<file path="src/inc/bcs_pkg.sv">
// Constants and types shared by the branch and call sequencer.
package bcs_pkg;

  localparam int PC_W    = 11;
  localparam int PAGE_W  = 4;
  localparam int LOW_W   = 7;
  localparam int WORD_W  = 9;
  localparam int FIELD_W = 3;
  localparam int ACC_W   = 4;

  // Field positions inside a 9-bit instruction word.
  localparam int CLS_HI   = 8;
  localparam int CLS_LO   = 7;
  localparam int X_HI     = 6;
  localparam int X_LO     = 4;
  localparam int Y_HI     = 3;
  localparam int Y_LO     = 0;
  localparam int OPH_HI   = 8;
  localparam int OPH_LO   = 4;

  // Instruction encodings.
  localparam logic [WORD_W-1:0] WORD_PREFIX   = 9'h001;
  localparam logic [WORD_W-1:0] WORD_RET      = 9'h044;
  localparam logic [WORD_W-1:0] WORD_RET_SKIP = 9'h045;
  localparam logic [4:0]        OPH_PAGE_WORD = 5'h07;
  localparam logic [1:0]        CLS_JUMP      = 2'h3;
  localparam logic [1:0]        CLS_CALL      = 2'h2;

  // Fixed pages and reset values.
  localparam logic [PAGE_W-1:0] PAGE_JUMP_SPECIAL = 4'hF;
  localparam logic [PAGE_W-1:0] PAGE_CALL_SHORT   = 4'hE;
  localparam logic [PAGE_W-1:0] PAGE_INT_ENTRY    = 4'hC;
  localparam logic [LOW_W-1:0]  LOW_INT_ENTRY     = 7'h00;
  localparam logic [PC_W-1:0]   PC_RESET          = 11'h000;
  localparam logic [WORD_W-1:0] WORD_RESET        = 9'h000;
  localparam logic [PAGE_W-1:0] PAGE_RESET        = 4'h0;

  typedef enum logic [1:0] {
    BCS_ST_NORM = 2'b01,
    BCS_ST_PAGE = 2'b10
  } bcs_state_t;

endpackage

</file>
<file path="src/design/bcs_ret_stack.sv">
// Three-level return address stack of the branch and call sequencer.
`timescale 1ns/1ps
module bcs_ret_stack #(
  parameter int W = 11
) (
  // Clock and reset.
  input  wire logic         core_clk,
  input  wire logic         resetn,
  // Push and pop requests.
  input  wire logic         push,
  input  wire logic         pop,
  input  wire logic [W-1:0] push_val,
  // Stack levels.
  output logic      [W-1:0] stack_level_zero,
  output logic      [W-1:0] stack_level_one,
  output logic      [W-1:0] stack_level_two
);
  import bcs_pkg::*;

  // Level two keeps its value on a pop, so a deep return repeats the oldest address.
  always_ff @(posedge core_clk) begin
    if (!resetn) begin
      stack_level_zero <= W'(PC_RESET);
      stack_level_one  <= W'(PC_RESET);
      stack_level_two  <= W'(PC_RESET);
    end else if (push) begin
      stack_level_two  <= stack_level_one;
      stack_level_one  <= stack_level_zero;
      stack_level_zero <= push_val;
    end else if (pop) begin
      stack_level_zero <= stack_level_one;
      stack_level_one  <= stack_level_two;
    end
  end

endmodule

</file>
<file path="src/design/bcs_sequencer.sv">
// Program flow sequencer: jump and call decode, paged program counter, return stack.
`timescale 1ns/1ps
module bcs_sequencer
  import bcs_pkg::*;
(
  // Clock and reset.
  input  wire logic                        core_clk,
  input  wire logic                        resetn,
  // Program memory.
  input  wire logic [bcs_pkg::WORD_W-1:0]  rom_data,
  output logic      [bcs_pkg::PC_W-1:0]    prog_addr,
  // Core data path.
  input  wire logic [bcs_pkg::ACC_W-1:0]   acc_val,
  // Interrupt entry.
  input  wire logic                        irq_pending,
  output logic                             int_taken,
  // Execution status.
  output logic      [bcs_pkg::WORD_W-1:0]  exec_word,
  output logic                             exec_valid,
  output logic                             index_flag,
  output logic                             special_page,
  // Return stack.
  output logic      [bcs_pkg::PC_W-1:0]    stack_level_zero,
  output logic      [bcs_pkg::PC_W-1:0]    stack_level_one,
  output logic      [bcs_pkg::PC_W-1:0]    stack_level_two
);
  import bcs_pkg::*;

  // In-page target: x field in the high bits, y field or accumulator below.
  function automatic logic [LOW_W-1:0] inpage_target(
    input logic [WORD_W-1:0] word,
    input logic              use_acc,
    input logic [ACC_W-1:0]  acc
  );
    logic [ACC_W-1:0] low_nib;
    low_nib = use_acc ? acc : word[Y_HI:Y_LO];
    return {word[X_HI:X_LO], low_nib};
  endfunction

  // Sequential step inside the current page.
  function automatic logic [PC_W-1:0] next_seq(input logic [PC_W-1:0] pc);
    logic [LOW_W-1:0] low_inc;
    low_inc = pc[LOW_W-1:0] + 7'h01;
    return {pc[PC_W-1:LOW_W], low_inc};
  endfunction

  logic [PC_W-1:0]   pc_r;
  logic [PC_W-1:0]   pc_nxt;
  logic [WORD_W-1:0] ir_r;
  logic              ir_valid_r;
  logic              squash;
  bcs_state_t        state_r;
  bcs_state_t        state_nxt;
  logic [PAGE_W-1:0] page_hold_r;
  logic [PAGE_W-1:0] page_hold_nxt;
  logic              idx_r;
  logic              idx_nxt;
  logic              special_r;
  logic              special_nxt;
  logic              push;
  logic              pop;
  logic              int_take;
  logic              int_taken_r;

  logic [1:0]        ir_cls;
  logic              is_prefix;
  logic              is_page_word;
  logic              is_return;
  logic              is_branch;
  logic [LOW_W-1:0]  tgt_low;

  assign ir_cls       = ir_r[CLS_HI:CLS_LO];
  assign is_prefix    = (ir_r == WORD_PREFIX);
  assign is_page_word = (ir_r[OPH_HI:OPH_LO] == OPH_PAGE_WORD);
  assign is_return    = (ir_r == WORD_RET) || (ir_r == WORD_RET_SKIP);
  assign is_branch    = (ir_cls == CLS_JUMP) || (ir_cls == CLS_CALL);
  assign tgt_low      = inpage_target(ir_r, idx_r, acc_val);

  // Decode of the word in execution and the address for the next fetch.
  always_comb begin
    pc_nxt        = next_seq(pc_r);
    state_nxt     = state_r;
    page_hold_nxt = page_hold_r;
    idx_nxt       = idx_r;
    special_nxt   = special_r;
    push          = 1'b0;
    pop           = 1'b0;
    squash        = 1'b0;
    int_take      = 1'b0;
    if (ir_valid_r) begin
      case (state_r)
        BCS_ST_PAGE: begin
          // Last word of a long jump or long call.
          state_nxt   = BCS_ST_NORM;
          idx_nxt     = 1'b0;
          special_nxt = 1'b0;
          squash      = 1'b1;
          pc_nxt      = {page_hold_r, tgt_low};
          if (ir_cls == CLS_CALL) begin
            push = 1'b1;
          end
        end
        BCS_ST_NORM: begin
          if (is_prefix) begin
            idx_nxt = 1'b1;
          end else if (is_page_word) begin
            page_hold_nxt = ir_r[PAGE_W-1:0];
            state_nxt     = BCS_ST_PAGE;
          end else if (ir_cls == CLS_JUMP) begin
            idx_nxt = 1'b0;
            squash  = 1'b1;
            if (special_r) begin
              pc_nxt = {PAGE_JUMP_SPECIAL, tgt_low};
            end else begin
              pc_nxt = {pc_r[PC_W-1:LOW_W], tgt_low};
            end
          end else if (ir_cls == CLS_CALL) begin
            idx_nxt     = 1'b0;
            squash      = 1'b1;
            push        = 1'b1;
            special_nxt = 1'b1;
            pc_nxt      = {PAGE_CALL_SHORT, tgt_low};
          end else if (is_return) begin
            idx_nxt     = 1'b0;
            squash      = 1'b1;
            pop         = 1'b1;
            special_nxt = 1'b0;
            pc_nxt      = stack_level_zero;
          end else begin
            idx_nxt = 1'b0;
          end
        end
        default: begin
          state_nxt = BCS_ST_NORM;
          idx_nxt   = 1'b0;
        end
      endcase
    end
    // An interrupt never splits a multi-word instruction, a jump or a call; a return can be interrupted.
    if (irq_pending && (state_nxt == BCS_ST_NORM) && !idx_nxt
        && !(ir_valid_r && is_branch)) begin
      // The fetched word is dropped and its address saved unincremented.
      int_take = 1'b1;
      push     = 1'b1;
      squash   = 1'b1;
      pc_nxt   = {PAGE_INT_ENTRY, LOW_INT_ENTRY};
    end
  end

  // Program counter, also the fetch address.
  always_ff @(posedge core_clk) begin
    if (!resetn) begin
      pc_r <= PC_RESET;
    end else begin
      pc_r <= pc_nxt;
    end
  end

  // Fetched word, executed one cycle later; a taken branch discards it.
  always_ff @(posedge core_clk) begin
    if (!resetn) begin
      ir_r       <= WORD_RESET;
      ir_valid_r <= 1'b0;
    end else begin
      ir_r       <= rom_data;
      ir_valid_r <= !squash;
    end
  end

  // Multi-word sequencing and the accumulator index flag.
  always_ff @(posedge core_clk) begin
    if (!resetn) begin
      state_r     <= BCS_ST_NORM;
      page_hold_r <= PAGE_RESET;
      idx_r       <= 1'b0;
    end else begin
      state_r     <= state_nxt;
      page_hold_r <= page_hold_nxt;
      idx_r       <= idx_nxt;
    end
  end

  // Special page flag: set by short calls, cleared by returns and long forms.
  always_ff @(posedge core_clk) begin
    if (!resetn) begin
      special_r <= 1'b0;
    end else begin
      special_r <= special_nxt;
    end
  end

  // Interrupt entry pulse.
  always_ff @(posedge core_clk) begin
    if (!resetn) begin
      int_taken_r <= 1'b0;
    end else begin
      int_taken_r <= int_take;
    end
  end

  bcs_ret_stack #(
    .W (PC_W)
  ) u_stack (
    .core_clk         (core_clk),
    .resetn           (resetn),
    .push             (push),
    .pop              (pop),
    .push_val         (pc_r),
    .stack_level_zero (stack_level_zero),
    .stack_level_one  (stack_level_one),
    .stack_level_two  (stack_level_two)
  );

  assign prog_addr    = pc_r;
  assign exec_word    = ir_r;
  assign exec_valid   = ir_valid_r;
  assign index_flag   = idx_r;
  assign special_page = special_r;
  assign int_taken    = int_taken_r;

endmodule

</file>
<file path="config.mk">
export PLATFORM = sky130hd
export DESIGN_NAME = bcs_sequencer
export DESIGN_NICKNAME = d
export VERILOG_FILES = /design/src/inc/bcs_pkg.sv /design/src/design/bcs_ret_stack.sv /design/src/design/bcs_sequencer.sv
export SDC_FILE = /design/constraint.sdc
export NUM_CORES = 1
export LEC_CHECK = 0
export ABC_AREA = 1
export BUFFER_PORTS_ARGS = -buffer_cell sky130_fd_sc_hd__buf_2
export CAP_MARGIN = 25
export CORE_UTILIZATION = 41
export CTS_CLUSTER_DIAMETER = 80
export DETAILED_ROUTE_END_ITERATION = 10
export PLACE_DENSITY_LB_ADDON = 0.1
export SETUP_SLACK_MARGIN = 0.05
export SYNTH_ARGS = -nofsm -noshare
export SYNTH_HDL_FRONTEND = slang
export SYNTH_SLANG_ARGS = --single-unit
</file>
<file path="constraint.sdc">
create_clock -name core_clk -period 3.2 [get_ports core_clk]
set_clock_uncertainty 0.2 [all_clocks]
set_input_delay 0.8 -clock core_clk [delete_from_list [all_inputs] [get_ports core_clk]]
set_output_delay 0.8 -clock core_clk [all_outputs]
set_load 0.02 [all_outputs]
</file>
==> results.cfg, run 1 <==
[timing]
hold_viol = 0
slew_headroom_pct = 56.18
rsz0062_at_grt = false
maxSlewViolCount = 0
period_share_pct = 82.66
period_needed_ns = 2.645
setup-violations-final = 0
tightest_slew_ns = 0.6532
fin_ws_ns = 0.5550
fmax_mhz = 378.1
finalSetupTns_ns = 0

[route]
ant_nets = 0
avgRoutedWirePerCell_um = 13.93
drt-total-wl_um = 8875
via_per_inst = 5.042
first_pass_iters = 4
num_vias = 3212
drtIter0Drc = 151
drcViolationCount = 0

[cells_and_area]
area_growth_syn_to_layout_pct = 18.30
final_layout_size_suffix_gt1_share_pct = 23.55
fin_util_pct = 50.03
finalInstanceArea_um2 = 3866
fin_nets = 549
multi_input_comb_area_um2 = 1655
fillers = 802
regArea_um2 = 1261
instances_no_fill = 637
n_antenna_cell = 0

[setup_path]
worstSetupPathType = flop to flop
critPathArrivalTime_ns = 2.72
worstPathMaxFanout = 18
worst_ep_required_time_ns = 3.28
setup.worst_path.end_class = flop
start_kind = flop

[outcome]
status = complete, no violations

[die]
fp.dieArea_um2 = 8332
initial_core_util_pct = 42.29
boundaryPins = 73
die_x_um = 91.28
rows = 32
fp.dieH_um = 91.28
coreArea_um2 = 7727

[power_and_ir_drop]
peakVddDrop_uv = 273.8
power.density_nw_per_um2 = 497.5
leakagePower_uw = 0.001890

[cts]
htreeDepth = 3
worstSkewPairLatency_ns = 0.35
post_cts_resize_count = 0
root_buffer = clkbuf_8
postCtsSetupBuffers = 0
cts.sinks = 63
clk_pin_slew_worst_paths_ns = 0.08
clk_path_buf_depth = 2
cts_tree = done
cts_buffers = 9
holdBufCountCts = 0

[synth]
synth-async-reset-ratio_pct = 0
synthCells = 466
syn_nets = 485
avgSynthCellArea_um2 = 7.013
ys_types = 35
ys_ff_latch = 63
ys_seq_area_share_pct = 38.59
synth-edff-count = 0
ys_warn_count = 0
syn-cell-area_um2 = 3268
synth_ff_type = dfxtp_1

[run]
maxCapViolCount = 0

[global_routing]
grt-ovfl-total = 0
antenna_found_initial = 0
grtUsageTotal_pct = 22.70
grt_pass1_vias = 3088
grt_max_degree = 38
grt_pass1_wl_um = 14970

[place]
dp_hpwl_um = 6327
dp.cells = 621
pre_cts_slack_ns = 0.5835
globalplace.congestion = 0.8084
io_buffers = 72
post_dp_cell_area_um2 = 3635

[worst_hold_path]
hp-class = flop to flop
==> synthesized netlist by cell type (8+ instances only) <==
| cell | count | share of area (%) |
|---|---|---|
| a21oi_1 | 34 | 5.2 |
| buf_6 | 8 | 2.8 |
| dfxtp_1 | 63 | 39 |
| inv_1 | 43 | 4.9 |
| nand2_1 | 118 | 14 |
| nand2_2 | 8 | 1.5 |
| nand3_1 | 25 | 3.8 |
| nand4_1 | 23 | 4.4 |
| nor2_1 | 43 | 4.9 |
| o21ai_0 | 26 | 4.0 |
| o21ai_1 | 9 | 1.4 |
==> path summary, 6_finish.rpt <==
path,startpoint,end,slack [ns],cells after the start
hold / removal,u_stack.stack_level_two[0]$_SDFFE_PN0P_,u_stack.stack_level_two[0]$_SDFFE_PN0P_,0.28,2
hold reg to reg,u_stack.stack_level_two[0]$_SDFFE_PN0P_,u_stack.stack_level_two[0]$_SDFFE_PN0P_,0.28,2
setup / recovery,state_r[1]$_SDFF_PN0_,u_stack.stack_level_zero[3]$_SDFFE_PN0P_,0.56,9
setup reg to reg,state_r[1]$_SDFF_PN0_,u_stack.stack_level_zero[3]$_SDFFE_PN0P_,0.56,9
==> critical path, stage by stage (launching register included) <==
cell and delay, ns:
dfxtp_1 0.32, inv_1 0.08, ha_1 0.57, inv_1 0.22
nor3_4 0.53, buf_4 0.31, nand2_1 0.06, o21ai_0 0.07
o21ai_1 0.09, a21oi_1 0.13
==> through the flow <==
step,power [uW],hold slack (ns)
floorplan,1062,0.2751
global placement,1138,0.2755
detailed placement,1141,0.2752
CTS,1941,0.2870
global route,2007,0.3094
finish,1924,0.2813
==> layout make-up <==
cell class	instances	share of cell area, %
clock inverter	6	2.427
multi-input combinational	329	42.82
clock buffer	10	3.560
sequential	63	32.62
timing repair buffer	77	10.29
inverter	50	4.984
tap	102	3.301
==> report_power, final <==
| part | leakage [uW] | switching [uW] | internal, uW |
|---|---|---|---|
| combinational | 0.00126 | 180 | 84.8 |
| clock | 0.000113 | 338 | 463 |
| sequential | 0.000515 | 39.4 | 818 |
==> state kept, by name, indices dropped and copies added (netlist names) <==
| name | cells |
|---|---|
| prog_addr | 11 |
| u_stack.stack_level_one | 11 |
| u_stack.stack_level_two | 11 |
| u_stack.stack_level_zero | 11 |
| exec_word | 9 |
| page_hold_r | 4 |
| state_r | 2 |
| exec_valid | 1 |
| index_flag | 1 |
| int_taken | 1 |
| special_page | 1 |
==> placed cells by master (no fill, tap or decap), types with 5 or more instances in the layout <==
master	netlist	layout
a21oi_1	34	34
buf_2	7	72
buf_4	0	5
clkbuf_8	0	10
dfxtp_1	63	63
inv_1	43	43
nand2_1	118	118
nand2_2	8	8
nand3_1	25	25
nand4_1	23	23
nor2_1	43	43
nor2_2	5	5
o21ai_0	26	26
o21ai_1	9	9
==> logic make-up (layout without fill, tap and decap cells) <==
kind of cell / count (synthesis) / count (layout) / share of synthesized area, %
buffers and inverters: 74 / 143 / 10.76
DFF: 63 / 63 / 38.59
AOI/OAI and AO/OA: 84 / 84 / 14.28
and+or+nand+nor: 237 / 237 / 33.88
xor gates and xnor gates: 5 / 5 / 1.340
adders and majority gates: 3 / 3 / 1.149
==> metal layers <==
layer	track usage, %	up-vias	routed length (um)
met5	0	-	0
met4	8.862	0	108
met3	3.518	9	306
met2	37.50	62	4195
met1	29.66	1495	4265
li1	-	1646	-
Note: power is estimated with default switching activity, not from simulation.
==> run 2: changes to the inputs <==
==> constraint.sdc (replaced) <==
create_clock -name core_clk -period 2.5 [get_ports core_clk]
set_clock_uncertainty 0.2 [all_clocks]
set_input_delay 0.625 -clock core_clk [delete_from_list [all_inputs] [get_ports core_clk]]
set_output_delay 0.625 -clock core_clk [all_outputs]
set_load 0.02 [all_outputs]
==> run 2 against run 1 <==
  * Sequential power rose by 28%
  * Worst hold slack worse by 0.010 ns
  * Cell count increased by 1.1%
  * Clock power is 1% higher
  * Maximum frequency increased by 21%
  * First-iteration DRC count decreased by 1.3%
  * Die area unchanged
  * Register-to-register slack lost 0.24 ns
  * Flip-flop and latch count stayed put
  * Critical endpoint is now u_stack.stack_level_zero[1]$_SDFFE_PN0P_
  * Largest cell class unchanged
  * Largest power group unchanged
  * Highest routed layer unchanged
==> results.cfg, run 2 (synthesis results as in run 1) <==
[outcome]
status = complete, no violations

[timing]
tightest_slew_ns = 0.4444
period_share_pct = 87.25
setup-violations-final = 0
period_needed_ns = 2.181
slew_headroom_pct = 70.27
maxSlewViolCount = 0
fmax_mhz = 458.4
fin_ws_ns = 0.3187
rsz0062_at_grt = false
finalSetupTns_ns = 0
hold_viol = 0

[worst_hold_path]
min_path_cells = 3
hp-class = input port to flop
min_from = rom_data[1]
hold_end = exec_word[1]$_SDFF_PN0_

[route]
via_per_inst = 5.047
drcViolationCount = 0
drt-total-wl_um = 9021
num_vias = 3250
ant_nets = 0
avgRoutedWirePerCell_um = 14.01
drtIter0Drc = 149
first_pass_iters = 4

[place]
globalplace.congestion = 0.8473
pre_cts_slack_ns = 0.1325
io_buffers = 72
dp_hpwl_um = 6458

[cts]
clk_path_buf_depth = 2
holdBufCountCts = 0
htreeDepth = 3
cts_tree = done
cts_buffers = 9
clk_pin_slew_worst_paths_ns = 0.06
worstSkewPairLatency_ns = 0.33
cts.sinks = 63
root_buffer = clkbuf_8

[global_routing]
grt-ovfl-total = 0
antenna_found_initial = 0
grt_max_degree = 38
grt_pass1_vias = 2889
grt_pass1_wl_um = 14530
grtUsageTotal_pct = 22.00

[power_and_ir_drop]
swShare_pct = 29.14
power.density_nw_per_um2 = 583.2
leakagePower_uw = 0.001907
clkPwrFrac_pct = 35.9
p_comb_share_pct = 15.5
internal-power_uw = 1603
p_sw_uw = 659.3
peakVddDrop_uv = 284.3
seqPwrFrac_pct = 48.6

[die]
boundaryPins = 73
rows = 32
initial_core_util_pct = 42.29
fp.dieH_um = 91.28
coreArea_um2 = 7727
die_x_um = 91.28
fp.dieArea_um2 = 8332

[cells_and_area]
fin_nets = 557
n_antenna_cell = 0
final_cell_mix = nand2_1, buf_2, dfxtp_1
final_common_cell = nand2_1
area_growth_syn_to_layout_pct = 18.72
final_layout_size_suffix_gt1_share_pct = 23.99
multi_input_comb_area_um2 = 1664
regArea_um2 = 1261
fillers = 786

[setup_path]
critPathArrivalTime_ns = 2.21
setup.worst_path.end_class = flop
ff2ff_setup_slack_ns = 0.32
worst_ep_required_time_ns = 2.53
start_kind = flop
rr_startpoint = state_r[1]$_SDFF_PN0_
reg2regPathDepth = 12
worstSetupPathType = flop to flop
worstPathMaxFanout = 37
r2r-end = u_stack.stack_level_zero[1]$_SDFFE_PN0P_

[run]
maxCapViolCount = 0
[run 2: cell type report]
cell class                      instances  share of cell area (%)
Clock buffer                           15                   4.547
Inverter                               50                   4.966
Multi-Input combinational cell        329                   42.89
Sequential cell                        63                   32.51
Tap cell                              102                   3.289
Timing Repair Buffer                   85                   11.80
[run 2: worst max path at each step]
stage                                 start                                       end  slack [ns]  depth (start not counted)
finish                state_r[1]$_SDFF_PN0_  u_stack.stack_level_zero[1]$_SDFFE_PN0P_        0.32                         12
global route          state_r[1]$_SDFF_PN0_                prog_addr[10]$_SDFFE_PN0P_        0.12                         12
CTS                   state_r[1]$_SDFF_PN0_  u_stack.stack_level_zero[1]$_SDFFE_PN0P_        0.11                         12
detailed placement    state_r[1]$_SDFF_PN0_  u_stack.stack_level_zero[1]$_SDFFE_PN0P_        0.13                         12
global placement      state_r[1]$_SDFF_PN0_  u_stack.stack_level_zero[4]$_SDFFE_PN0P_        0.18                         12
floorplan           exec_word[6]$_SDFF_PN0_   u_stack.stack_level_one[1]$_SDFFE_PN0P_        0.53                         10
[run 2: per-layer routing]
layer	vias to the layer above	part of all wire (%)	GRT usage, %
met4	0	1.6	9.259
li1	1665	-	-
met3	12	3.9	3.266
met1	1484	48	30.07
met2	89	46	34.47
met5	-	0	0
[run 2: critical path: stages (launching register included)]
cell and delay, ns:
dfxtp_1 0.34, inv_1 0.06, ha_1 0.28, nor2_2 0.17, inv_2 0.06, nand2_1 0.06, nand2_1 0.06, nor2_2 0.13
nand3_4 0.16, nand2_8 0.23, inv_4 0.14, nor2_1 0.11, nor2_1 0.05
[run 2: power by group through the flow]
stage               logic, uW  clock network, uW  registers, uW
floorplan                 198                  0           1160
global placement          341                  0           1120
detailed placement        343                  0           1120
CTS                       345                835           1100
global route              386                874           1110
finish                    350                813           1100
[run 2: metrics by stage]
step / total power (uW) / std cells / util [%] / area [um^2] / hold WS, ns
2_1_floorplan: 1359 / 466 / - / 3268 / 0.2751
3_3_place_gp: 1464 / 627 / 47.62 / 3680 / 0.2712
3_5_place_dp: 1465 / 627 / 47.62 / 3680 / 0.2756
4_1_cts: 2280 / 642 / 49.90 / 3856 / 0.2582
5_1_grt: 2366 / 644 / 50.21 / 3880 / 0.2732
6_report: 2263 / 644 / 50.21 / 3880 / 0.2713
[run 2: timing repair]
item                                    CTS  global route
setup buffers                             0             2
resized for setup                         0             1
endpoints found under the setup margin    0            31
==> run 3: changes to the inputs <==
--- a/config.mk
+++ b/config.mk
@@ -8,11 +8,12 @@
 export ABC_AREA = 1
 export BUFFER_PORTS_ARGS = -buffer_cell sky130_fd_sc_hd__buf_2
 export CAP_MARGIN = 25
-export CORE_UTILIZATION = 41
+export CORE_UTILIZATION = 50
 export CTS_CLUSTER_DIAMETER = 80
 export DETAILED_ROUTE_END_ITERATION = 10
 export PLACE_DENSITY_LB_ADDON = 0.1
 export SETUP_SLACK_MARGIN = 0.05
 export SYNTH_ARGS = -nofsm -noshare
 export SYNTH_HDL_FRONTEND = slang
+export SYNTH_HIERARCHICAL = 1
 export SYNTH_SLANG_ARGS = --single-unit
==> run 3 against run 2 <==
  * Highest routed layer unchanged
  * Critical endpoint is now u_stack/stack_level_zero[0]$_SDFFE_PN0P_
  * Largest cell class unchanged
  * Largest power group unchanged
  * Count of clock-buffer cells in the layout is 3 lower
  * Cell area rose by 2.8%
  * Worst hold slack got worse by 0.026 ns
==> results.cfg, run 3 <==
[power_and_ir_drop]
p_sw_uw = 669.1
seqPwrFrac_pct = 43.9
leakagePower_uw = 0.002142
power.density_nw_per_um2 = 621.4
internal-power_uw = 1809
clkPwrFrac_pct = 41.7
p_comb_share_pct = 14.4
swShare_pct = 27.00
peakVddDrop_uv = 433.4

[synth]
synthTopCellsByCount = nand2_1, dfxtp_1, nand3_1
syn-cell-area_um2 = 3246
synth.area.top_cells = dfxtp_1, nand2_1, nand3_1, inv_1, nor2_1
synthCells = 482
avgSynthCellArea_um2 = 6.734
synth-edff-count = 0
yosys.area.top_type_share_pct = 38.86
ys_types = 37
yosys.area.top_type = dfxtp_1
synth-async-reset-ratio_pct = 0
ys_ff_latch = 63
ys_warn_count = 6
synth_most_common_cell = nand2_1
ys_seq_area_share_pct = 38.86
syn_nets = 501
synth_ff_type = dfxtp_1

[worst_hold_path]
hp-class = input port to flop
min_from = rom_data[7]

[place]
globalplace.congestion = 0.9118
dp_hpwl_um = 5972
dp.cells = 615
pre_cts_slack_ns = 0.09149
io_buffers = 72

[setup_path]
slowest_stage = dfxtp_1
ff2ff_setup_slack_ns = 0.25
worstPathMaxFanout = 17
worstSetupPathType = flop to flop
slowest_delay_ns = 0.36
start_kind = flop
crit_chain = inv_1, ha_2, nand4_1, nand2_1, nand2_1, nand2_1, nor2_2, nand3_4, o31ai_4, buf_12, clkinv_4, buf_12, nand3_1, nand3_1, nand2_1, inv_1
rr_startpoint = state_r[1]$_SDFF_PN0_
crit_family = simple AND/OR/NAND/NOR gates
worstSetupStartpoint = state_r[1]$_SDFF_PN0_
path_buf_inv = 5
worst_ep_required_time_ns = 2.55
setup.worst_path.end_class = flop
critPathArrivalTime_ns = 2.30
crit_top_cell = nand2_1

[timing]
slew_headroom_pct = 74.93
fmax_mhz = 445.1
maxSlewViolCount = 0
hold_viol = 0
setup-violations-final = 0
tightest_slew_ns = 0.3747
period_share_pct = 89.86
finalSetupTns_ns = 0
fin_ws_ns = 0.2536
period_needed_ns = 2.246
rsz0062_at_grt = false

[global_routing]
grt_max_degree = 34
grt-ovfl-total = 0
antenna_found_initial = 0
grtUsageTotal_pct = 26.25
grt_pass1_vias = 2825
grt_pass1_wl_um = 13310

[cells_and_area]
fin_util_pct = 65.41
fillers = 568
area_growth_syn_to_layout_pct = 22.86
n_antenna_cell = 0
fin_nets = 577
instances_no_fill = 637
final_cell_mix = nand2_1, buf_2, dfxtp_1
final_common_cell = nand2_1
final_layout_size_suffix_gt1_share_pct = 23.13

[route]
num_vias = 3373
first_pass_iters = 5
avgRoutedWirePerCell_um = 13.58
drcViolationCount = 0
drtIter0Drc = 184
drt-total-wl_um = 8650
via_per_inst = 5.295
ant_nets = 0

[cts]
worstSkewPairLatency_ns = 0.36
clk_pin_slew_worst_paths_ns = 0.07
clk_path_buf_depth = 2
holdBufCountCts = 0
cts_buffers = 9
cts_tree = done
htreeDepth = 3
cts.sinks = 63
root_buffer = clkbuf_8

[outcome]
status = complete, no violations

[die]
boundaryPins = 73
die_x_um = 82.57
fp.dieH_um = 82.57
rows = 28
initial_core_util_pct = 53.24
fp.dieArea_um2 = 6818
coreArea_um2 = 6096

[run]
maxCapViolCount = 0
run 3: cell families after synthesis:
group	Yosys count	share of synthesized area (%)
AND/OR/NAND/NOR	271	37.47
flip-flops	63	38.86
XOR/XNOR	5	1.350
AO/OA/AOI/OAI	58	9.831
buffers and inverters	82	11.33
adder cells (fa/ha/maj)	3	1.157
run 3: power by group through the flow:
stage          sequential (uW)  clock, uW  combinational (uW)
6_report                  1090       1030                 357
4_1_cts                   1090       1040                 320
2_1_floorplan             1140          0                 190
3_3_place_gp              1110          0                 315
3_5_place_dp              1110          0                 319
5_1_grt                   1090       1090                 391
run 3: per-stage QoR:
stage	cell area [um^2]	power [uW]	hold WS, ns
floorplan	3246	1333	0.2240
global route	3988	2570	0.2642
global placement	3642	1423	0.2391
CTS	3872	2449	0.2491
finish	3988	2478	0.2453
detailed placement	3642	1429	0.2423
run 3: worst paths after layout:
check	end	depth (start not counted)
max	u_stack/stack_level_zero[0]$_SDFFE_PN0P_	16
min	exec_word[7]$_SDFF_PN0_	3
max reg2reg	u_stack/stack_level_zero[0]$_SDFFE_PN0P_	16
min reg2reg	page_hold_r[3]$_SDFFE_PN0P_	2
run 3: area by class of cell:
class                   count  area (um^2)  area share (%)
well taps                  75        93.84           2.353
inverters                  57        219.0           5.491
repair inverters            1        6.256          0.1569
clock buffers              12        165.2           4.142
multi-input cells         338         1647           41.29
clock inverters             3        65.06           1.632
flip-flops and latches     63         1261           31.63
repair buffers             88        530.5           13.30
run 3: per-layer routing:
metal  vias to the layer above  global-route usage (%)  share of wire (%)
li1                       1689                       -                  -
met1                      1513                   33.80                 44
met2                       152                   42.23                 46
met3                        19                   4.066                7.1
met4                         0                   13.79                2.7
met5                         -                       0                  0
run 3: worst min-delay path, cell delays in order:
cell and delay (ns):
buf_2 0.07, nand2_1 0.04, inv_1 0.04
run 3: what timing repair did:
| item | in CTS | in global routing |
|---|---|---|
| buffers inserted | 0 | 5 |
| setup endpoints to repair | 0 | 33 |
| endpoints found under the hold margin | 0 | 0 |
| gates resized for setup | 0 | 11 |
